--- config.mk ---
export PLATFORM = sky130hd
export DESIGN_NAME = cam_aux_io
export DESIGN_NICKNAME = d
export VERILOG_FILES = /design/src/rtl/cam_aux_pkg.sv /design/src/rtl/cam_aux_io.sv /design/src/rtl/trig_fall_detect.sv
export SDC_FILE = /design/constraint.sdc
export NUM_CORES = 1
export LEC_CHECK = 0
export ABC_CLOCK_PERIOD_IN_PS = 2700
export BUFFER_PORTS_ARGS = -buffer_cell sky130_fd_sc_hd__clkbuf_2
export CAP_MARGIN = 10
export CORE_MARGIN = 5
export CORE_UTILIZATION = 60
export DETAILED_ROUTE_END_ITERATION = 7
export PLACE_DENSITY = 0.92
export SLEW_MARGIN = 0
export SYNTH_ARGS = -nofsm -noshare
export SYNTH_HDL_FRONTEND = slang
export SYNTH_SLANG_ARGS = --single-unit
--- constraint.sdc ---
create_clock -name CORE_CLK -period 2.7 [get_ports CORE_CLK]
set_input_delay 0.27 -clock CORE_CLK [delete_from_list [all_inputs] [get_ports CORE_CLK]]
set_output_delay 0.27 -clock CORE_CLK [all_outputs]
set_load 0.005 [all_outputs]
--- src/rtl/cam_aux_pkg.sv ---
// constants and state encodings for the camera auxiliary trigger/strobe block
package cam_aux_pkg;

   // ----------------------------------------------------------------
   // clock and timing
   // ----------------------------------------------------------------
   localparam int CLK_FREQ_KHZ = 40000;
   // trigger echo width, microseconds
   localparam int ECHO_US = 6;
   localparam int ECHO_CYCLES = ECHO_US * CLK_FREQ_KHZ / 1000;
   // exposure step, microseconds (one millisecond)
   localparam int EXP_STEP_US = 1000;
   localparam int EXP_STEP_CYCLES = EXP_STEP_US * CLK_FREQ_KHZ / 1000;

   // ----------------------------------------------------------------
   // widths and limits
   // ----------------------------------------------------------------
   localparam int MS_W = 20;
   localparam int PRE_W = 16;
   localparam int PIX_W = 11;
   localparam int ECHO_W = 8;
   localparam int GAP_W = 8;
   // longest programmable exposure in milliseconds (1000 s)
   localparam logic [MS_W-1:0] EXP_MAX_MS = 20'hF_4240;
   localparam logic [ECHO_W-1:0] ECHO_LAST = 8'(ECHO_CYCLES - 1);
   localparam logic [GAP_W-1:0] LINE_GAP_LAST = 8'h1F;
   localparam logic [GAP_W-1:0] FRAME_GAP_LAST = 8'h3F;

   // ----------------------------------------------------------------
   // state encodings
   // ----------------------------------------------------------------
   typedef enum logic [2:0] {
      EXP_IDLE = 3'h1,
      EXP_RUN  = 3'h2,
      EXP_HOLD = 3'h4
   } exp_state_t;

   typedef enum logic [3:0] {
      RD_IDLE = 4'h1,
      RD_LINE = 4'h2,
      RD_LGAP = 4'h4,
      RD_FGAP = 4'h8
   } rd_state_t;

endpackage : cam_aux_pkg

--- src/rtl/cam_aux_io.sv ---
// exposure, trigger echo, strobe and line/frame framing for the aux port
`timescale 1ns/1ps
// Overview of operation
// - in continuous overlapped mode strobe is high exactly while sensor exposes.
// - falling edge on single-ended trigger starts an exposure.
// - line valid is high over the valid part of every line.
// - line valid is low between lines and between frames.
// - each trigger-started exposure gives one 6 us positive echo pulse.
// - the echo pulse begins from the trigger's falling edge.
// - falling edge of differential trigger (P minus N) also starts exposure.
// - frame valid is high over active lines, low between frames.
// - exposure length is 0 to 1000 s in 1 ms steps.
module cam_aux_io #(
   parameter int MS_CYCLES = cam_aux_pkg::EXP_STEP_CYCLES // clocks per ms
) (
   input wire logic CORE_CLK,              // 40 MHz core clock
   input wire logic RESET_N,               // async reset, active low
   input wire logic TRIG_IN,               // single-ended trigger
   input wire logic LVDS_TRIG_P,           // differential trigger, positive
   input wire logic LVDS_TRIG_N,           // differential trigger, negative
   input wire logic CONT_MODE,             // 1 continuous, 0 triggered
   input wire logic [19:0] EXPOSURE_MS,    // exposure length in ms
   input wire logic [10:0] LINE_PIXELS,    // valid clocks per line
   input wire logic [10:0] FRAME_LINES,    // lines per frame
   output logic STROBE_OUT,                // high while exposing, continuous mode only
   output logic TRIG_OUT,                  // trigger echo pulse
   output logic LINE_VALID_OUT,            // line valid
   output logic FRAME_VALID_OUT            // frame valid
);

   // ----------------------------------------------------------------
   // helpers
   // ----------------------------------------------------------------
   // a zero size would wrap to a last count of 2047, so it reads as one
   function automatic logic [10:0] at_least_one(input logic [10:0] v);
      at_least_one = (v == 11'h000) ? 11'h001 : v;
   endfunction : at_least_one

   // ----------------------------------------------------------------
   // trigger inputs
   // ----------------------------------------------------------------
   logic [1:0] trig_level;
   logic [1:0] trig_fall;
   logic trig_any;

   // differential level is the sign of P minus N
   assign trig_level[0] = TRIG_IN;
   assign trig_level[1] = LVDS_TRIG_P & ~LVDS_TRIG_N;

   genvar gi;
   generate
      for (gi = 0; gi < 2; gi++) begin : g_trig
         trig_fall_detect u_fall (
            .clk(CORE_CLK),
            .rst_n(RESET_N),
            .level_in(trig_level[gi]),
            .fall_pulse(trig_fall[gi])
         );
      end
   endgenerate

   assign trig_any = |trig_fall;

   // ----------------------------------------------------------------
   // exposure control
   // ----------------------------------------------------------------
   cam_aux_pkg::exp_state_t exp_reg, exp_next;
   cam_aux_pkg::rd_state_t rd_reg, rd_next;
   logic [15:0] pre_reg, pre_next;
   logic [19:0] ms_reg, ms_next;
   logic [19:0] exp_len;
   logic start_exp;
   logic trig_start;
   logic launch_rd;

   // out-of-range request is clamped to the 1000 s ceiling
   assign exp_len = (EXPOSURE_MS > cam_aux_pkg::EXP_MAX_MS) ?
                    cam_aux_pkg::EXP_MAX_MS : EXPOSURE_MS;
   // triggers are ignored while an exposure is in progress
   assign trig_start = trig_any && !CONT_MODE &&
                       (exp_reg == cam_aux_pkg::EXP_IDLE);
   assign start_exp = (exp_reg == cam_aux_pkg::EXP_IDLE) &&
                      (CONT_MODE || trig_any);
   assign launch_rd = (exp_reg == cam_aux_pkg::EXP_HOLD) &&
                      (rd_reg == cam_aux_pkg::RD_IDLE);

   always_comb begin
      exp_next = exp_reg;
      pre_next = pre_reg;
      ms_next = ms_reg;
      unique case (exp_reg)
         cam_aux_pkg::EXP_IDLE: begin
            if (start_exp) begin
               pre_next = 16'h0000;
               ms_next = exp_len;
               exp_next = (exp_len == 20'h0_0000) ?
                          cam_aux_pkg::EXP_HOLD : cam_aux_pkg::EXP_RUN;
            end
         end
         cam_aux_pkg::EXP_RUN: begin
            if (pre_reg == 16'(MS_CYCLES - 1)) begin
               pre_next = 16'h0000;
               ms_next = ms_reg - 20'h0_0001;
               if (ms_reg == 20'h0_0001) begin
                  exp_next = cam_aux_pkg::EXP_HOLD;
               end
            end else begin
               pre_next = pre_reg + 16'h0001;
            end
         end
         cam_aux_pkg::EXP_HOLD: begin
            // charge waits here until the previous readout has left
            if (launch_rd) begin
               exp_next = cam_aux_pkg::EXP_IDLE;
            end
         end
         default: begin
            exp_next = cam_aux_pkg::EXP_IDLE;
         end
      endcase
   end

   always_ff @(posedge CORE_CLK or negedge RESET_N) begin
      if (!RESET_N) begin
         exp_reg <= cam_aux_pkg::EXP_IDLE;
         pre_reg <= 16'h0000;
         ms_reg <= 20'h0_0000;
      end else begin
         exp_reg <= exp_next;
         pre_reg <= pre_next;
         ms_reg <= ms_next;
      end
   end

   // ----------------------------------------------------------------
   // trigger echo
   // ----------------------------------------------------------------
   logic echo_reg, echo_next;
   logic [7:0] echo_cnt_reg, echo_cnt_next;

   // a new trigger during the pulse restarts it: still one pulse
   always_comb begin
      echo_next = echo_reg;
      echo_cnt_next = echo_cnt_reg;
      if (trig_start) begin
         echo_next = 1'h1;
         echo_cnt_next = 8'h00;
      end else if (echo_reg) begin
         if (echo_cnt_reg == cam_aux_pkg::ECHO_LAST) begin
            echo_next = 1'h0;
         end else begin
            echo_cnt_next = echo_cnt_reg + 8'h01;
         end
      end
   end

   always_ff @(posedge CORE_CLK or negedge RESET_N) begin
      if (!RESET_N) begin
         echo_reg <= 1'h0;
         echo_cnt_reg <= 8'h00;
      end else begin
         echo_reg <= echo_next;
         echo_cnt_reg <= echo_cnt_next;
      end
   end

   // ----------------------------------------------------------------
   // readout framing
   // ----------------------------------------------------------------
   logic [10:0] pix_reg, pix_next;
   logic [10:0] line_reg, line_next;
   logic [7:0] gap_reg, gap_next;
   logic [10:0] pix_last;
   logic [10:0] line_last;

   // sizes must stay steady while a frame is being read out
   assign pix_last = at_least_one(LINE_PIXELS) - 11'h001;
   assign line_last = at_least_one(FRAME_LINES) - 11'h001;

   always_comb begin
      rd_next = rd_reg;
      pix_next = pix_reg;
      line_next = line_reg;
      gap_next = gap_reg;
      unique case (rd_reg)
         cam_aux_pkg::RD_IDLE: begin
            if (launch_rd) begin
               pix_next = 11'h000;
               line_next = 11'h000;
               rd_next = cam_aux_pkg::RD_LINE;
            end
         end
         cam_aux_pkg::RD_LINE: begin
            if (pix_reg == pix_last) begin
               pix_next = 11'h000;
               gap_next = 8'h00;
               if (line_reg == line_last) begin
                  rd_next = cam_aux_pkg::RD_FGAP;
               end else begin
                  line_next = line_reg + 11'h001;
                  rd_next = cam_aux_pkg::RD_LGAP;
               end
            end else begin
               pix_next = pix_reg + 11'h001;
            end
         end
         cam_aux_pkg::RD_LGAP: begin
            gap_next = gap_reg + 8'h01;
            if (gap_reg == cam_aux_pkg::LINE_GAP_LAST) begin
               rd_next = cam_aux_pkg::RD_LINE;
            end
         end
         cam_aux_pkg::RD_FGAP: begin
            gap_next = gap_reg + 8'h01;
            if (gap_reg == cam_aux_pkg::FRAME_GAP_LAST) begin
               rd_next = cam_aux_pkg::RD_IDLE;
            end
         end
         default: begin
            rd_next = cam_aux_pkg::RD_IDLE;
         end
      endcase
   end

   always_ff @(posedge CORE_CLK or negedge RESET_N) begin
      if (!RESET_N) begin
         rd_reg <= cam_aux_pkg::RD_IDLE;
         pix_reg <= 11'h000;
         line_reg <= 11'h000;
         gap_reg <= 8'h00;
      end else begin
         rd_reg <= rd_next;
         pix_reg <= pix_next;
         line_reg <= line_next;
         gap_reg <= gap_next;
      end
   end

   // ----------------------------------------------------------------
   // registered pin outputs
   // ----------------------------------------------------------------
   logic strobe_reg, strobe_next;
   logic line_valid_out_reg, line_valid_out_next;
   logic fval_reg, fval_next;

   always_comb begin
      strobe_next = CONT_MODE &&
                    (exp_next == cam_aux_pkg::EXP_RUN);
      line_valid_out_next = (rd_next == cam_aux_pkg::RD_LINE);
      fval_next = (rd_next == cam_aux_pkg::RD_LINE) ||
                  (rd_next == cam_aux_pkg::RD_LGAP);
   end

   always_ff @(posedge CORE_CLK or negedge RESET_N) begin
      if (!RESET_N) begin
         strobe_reg <= 1'h0;
         line_valid_out_reg <= 1'h0;
         fval_reg <= 1'h0;
      end else begin
         strobe_reg <= strobe_next;
         line_valid_out_reg <= line_valid_out_next;
         fval_reg <= fval_next;
      end
   end

   assign STROBE_OUT = strobe_reg;
   assign TRIG_OUT = echo_reg;
   assign LINE_VALID_OUT = line_valid_out_reg;
   assign FRAME_VALID_OUT = fval_reg;

   logic [8:0] echo_hi_reg;
   always_ff @(posedge CORE_CLK or negedge RESET_N) begin
      if (!RESET_N) begin
         echo_hi_reg <= 9'h000;
      end else begin
         echo_hi_reg <= echo_reg ? echo_hi_reg + 9'h001 : 9'h000;
      end
   end
endmodule : cam_aux_io

--- src/rtl/trig_fall_detect.sv ---
// two-stage synchroniser and falling-edge detector for one trigger level
`timescale 1ns/1ps
module trig_fall_detect (
   input wire logic clk,       // core clock
   input wire logic rst_n,     // async reset, active low
   input wire logic level_in,  // asynchronous trigger level
   output logic fall_pulse     // one cycle per high-to-low change
);

   // ----------------------------------------------------------------
   // synchroniser chain
   // ----------------------------------------------------------------
   // reset to low so a line idling low at release gives no false edge
   logic meta_reg, meta_next;
   logic sync_reg, sync_next;
   logic prev_reg, prev_next;

   always_comb begin
      meta_next = level_in;
      sync_next = meta_reg;
      prev_next = sync_reg;
   end

   always_ff @(posedge clk or negedge rst_n) begin
      if (!rst_n) begin
         meta_reg <= 1'h0;
         sync_reg <= 1'h0;
         prev_reg <= 1'h0;
      end else begin
         meta_reg <= meta_next;
         sync_reg <= sync_next;
         prev_reg <= prev_next;
      end
   end

   // edge taken only from the settled stages
   assign fall_pulse = prev_reg & ~sync_reg;

endmodule : trig_fall_detect

==> summary.txt <==
Cells and area
  – Register Area: 2280 sq um
  – Final instance count without filler cells: 913
  – Number of flip-flops in the largest register: 20
  – Multi-input gate area: 3393 sq um
  – Fin area: 6833 sq um
  – Nets@finish: 838
  – Syn-to-layout area delta: 17.82%
  – Share of layout cells above drive strength 1: 0.1901
  – # fillers: 662
  – Diode count: 0

Worst hold path
  – Hold Crit Depth: 1
  – Hold endpoint: g_trig[0].u_fall.meta_reg
  – Worst hold start: TRIG_IN
  – Min-delay worst type: in2reg

GRT
  – Largest net degree at the start of global routing: 59
  – Vias in the first global route: 5636
  – Overflow left after global routing: 0
  – First-pass GRT wire length: 25390 um
  – Initial antenna violation count: 0
  – Tot GR Track Use: 0.2618

Yosys
  – Yosys top cell area share: 0.3840
  – Number of synthesized flops with an enable pin: 0
  – Synth top area cells: dfrtp_1, nand2_1, o21ai_0
  – Synth warnings: 0
  – Netlist Area Pre-Place: 5799 sq um
  – Sequential area share after synthesis: 0.3931
  – Synth unique cells: 72
  – Commonest cells in the netlist: dfrtp_1, nand2_1, nor2_1
  – Most common cell in the netlist: dfrtp_1
  – Seq cells post-synth: 91
  – Leading area contributor after synthesis: dfrtp_1
  – Post-synth top flop: dfrtp_1
  – Mean Syn Cell Area: 8.381 sq um
  – Mapped Nets: 749
  – Mapped Cells: 692
  – Post-synthesis async set-or-reset flop share: 1.000

Timing
  – Worst-Margin Slew: 0.6985 ns
  – Final slew viol count: 0
  – Final hold vios: 0
  – Final worst setup slack: 0.05553 ns
  – RSZ-0062 raised after global routing: true
  – Slew headroom: 0.5300
  – Worst Skew: 0.01017 ns
  – Period Utilization, post-route: 0.9794
  – F_max: 378.1 MHz
  – Minimum clock period: 2.644 ns
  – Endpoints failing setup: 0

Route
  – Remaining antenna violation count: 0
  – WL final: 15020 um
  – DR pass1 iterations: 5
  – Routed via count: 5799
  – Post-route DRC: 0
  – Drt wl/cell: 16.45 um
  – DRC marker count from the first detailed-route iteration: 521
  – Via/cell ratio: 6.352

Power
  – Power share of the clock group: 0.337
  – Net Switching: 0.7492 mW
  – Total power after layout: 2.890 mW
  – Pint: 2.141 mW
  – Pwr Density: 423.0 nW/um^2
  – P_leak: 2.951 nW
  – Switching Fraction: 0.2592
  – Max VDD drop: 0.5779 mV
  – Combinational Power Share: 0.142
  – Sequential power share: 0.521

Clock network
  – Clock latency on the worst-skew pair: 0.36 ns
  – CTS Buf Count: 9
  – Htree depth: 3
  – CTS max path bufs: 2
  – Root buffer cell: clkbuf_8
  – CTS tree: done
  – Clk pin slew, worst setup/hold paths: 0.08 ns
  – Clk sinks: 91

Critical path
  – Crit path DAT: 2.92 ns
  – Setup CP Type: in2reg
  – Crit-path max FO: 9
  – Req. time, crit path: 2.98 ns
  – Reg2reg path depth: 10
  – Critical Path Source Type: input port
  – Reg2reg setup slack: 0.18 ns
  – Worst r2r src: pre_reg[0]
  – Critical Path End Type: register
  – Capturing point of the worst reg2reg path: ms_reg[7]

Floorplan
  – Die height: 108.3 um
  – Core area: 9328 sq um
  – Rows: 35
  – Die width: 108.3 um
  – Starting Density: 0.6217
  – Die area: 11730 sq um
  – Boundary Pins: 52

Job
  – Max Cap Violations: 0

Status
  – Outcome: finished, final reports clean

Placement
  – Pre-CTS setup slack: -0.2545 ns
  – PortBufs: 51
  – Gpl congestion: 0.8953
  – Hpwl dp: 10870 um
  – Placed cell count: 897
  – Dpl cell area: 6548 sq um
==> worst max-delay path, cell delays in order <==
cell and delay [ns]:
clkbuf_2 0.09, buf_4 0.15, or4_1 0.53, a21oi_1 0.28
and4_1 0.24, a31oi_1 0.05, buf_4 0.18, or4b_2 0.66
nor3_1 0.25, mux2i_1 0.22
==> power groups by stage <==
stage,Combinational (mW),Sequential [mW],Clock [mW]
2_1_floorplan,0.228,1.51,0
3_3_place_gp,0.377,1.52,0
3_5_place_dp,0.403,1.53,0
4_1_cts,0.407,1.50,0.981
5_1_grt,0.464,1.51,1.04
6_report,0.412,1.51,0.973
==> layout by cell type (no fill, tap or decap), types with 5 or more instances in the layout <==
master	n
a211oi_1	6
nand2_1	71
nand4_1	12
a31oi_1	13
nor4_1	16
o21ai_0	50
xnor2_1	16
and3_1	12
dfrtp_1	89
o22ai_1	8
mux2i_1	14
nor2_1	65
clkbuf_8	9
buf_4	56
nor3_1	28
o211ai_1	5
o31ai_1	8
or4_4	5
clkbuf_2	50
and4_1	6
nand2b_1	8
or3_1	11
ha_1	8
a21oi_1	34
nand3_1	41
inv_1	24
xor2_1	24
==> metal layers <==
layer	global-route usage	vias up	part of all wire
met1	0.3364	2780	0.42
met5	0	-	0
li1	-	2726	-
met2	0.4631	254	0.50
met4	0.07484	0	0.022
met3	0.03463	39	0.061
==> area by class of cell <==
class                           count  area share
Multi-Input combinational cell    546      0.4966
Tap cell                          129     0.02362
Clock buffer                       11     0.01923
Timing Repair Buffer              109      0.1042
Inverter                           24     0.01318
Sequential cell                    91      0.3336
Clock inverter                      3    0.009522
==> per-stage QoR <==
stage | util | TNS, ns | hold slack, ns
final | 0.7325 | 0 | 0.02101
after global routing | 0.7325 | -0.2026 | 0.006601
after CTS | 0.7241 | 0 | 0.01504
after detailed placement | 0.7019 | -2.894 | 0.2520
after global placement | 0.7019 | -1.226 | 0.2447
after floorplan | - | 0 | -0.02559
==> kinds of logic after synthesis <==
| family | share of synthesized area |
|---|---|
| simple gates | 0.2757 |
| compound gates | 0.1866 |
| flops | 0.3931 |
| buf+inv | 0.03862 |
| xor+xnor | 0.06041 |
| mux | 0.02610 |
| fa+ha+maj | 0.01942 |
==> worst max path at each step <==
stage / from / depth (start not counted) / end / slack (ns)
after floorplan: LINE_PIXELS[8] / 12 / line_reg[7] / 0.02
after global placement: LINE_PIXELS[7] / 12 / line_reg[7] / -0.15
after detailed placement: LINE_PIXELS[7] / 12 / line_reg[9] / -0.25
after CTS: LINE_PIXELS[7] / 13 / line_reg[4] / 0.10
after global routing: LINE_PIXELS[9] / 12 / line_reg[7] / -0.06
final: LINE_PIXELS[1] / 10 / line_reg[10] / 0.06
==> repair_timing <==
| action | in CTS | in global routing |
|---|---|---|
| buffers inserted | 0 | 1 |
| setup endpoints to repair | 0 | 13 |
| gates resized for setup | 0 | 16 |
| hold endpoints to repair | 33 | 0 |
| hold buffers | 1 | 0 |
Note: power is estimated with default switching activity, not from simulation.
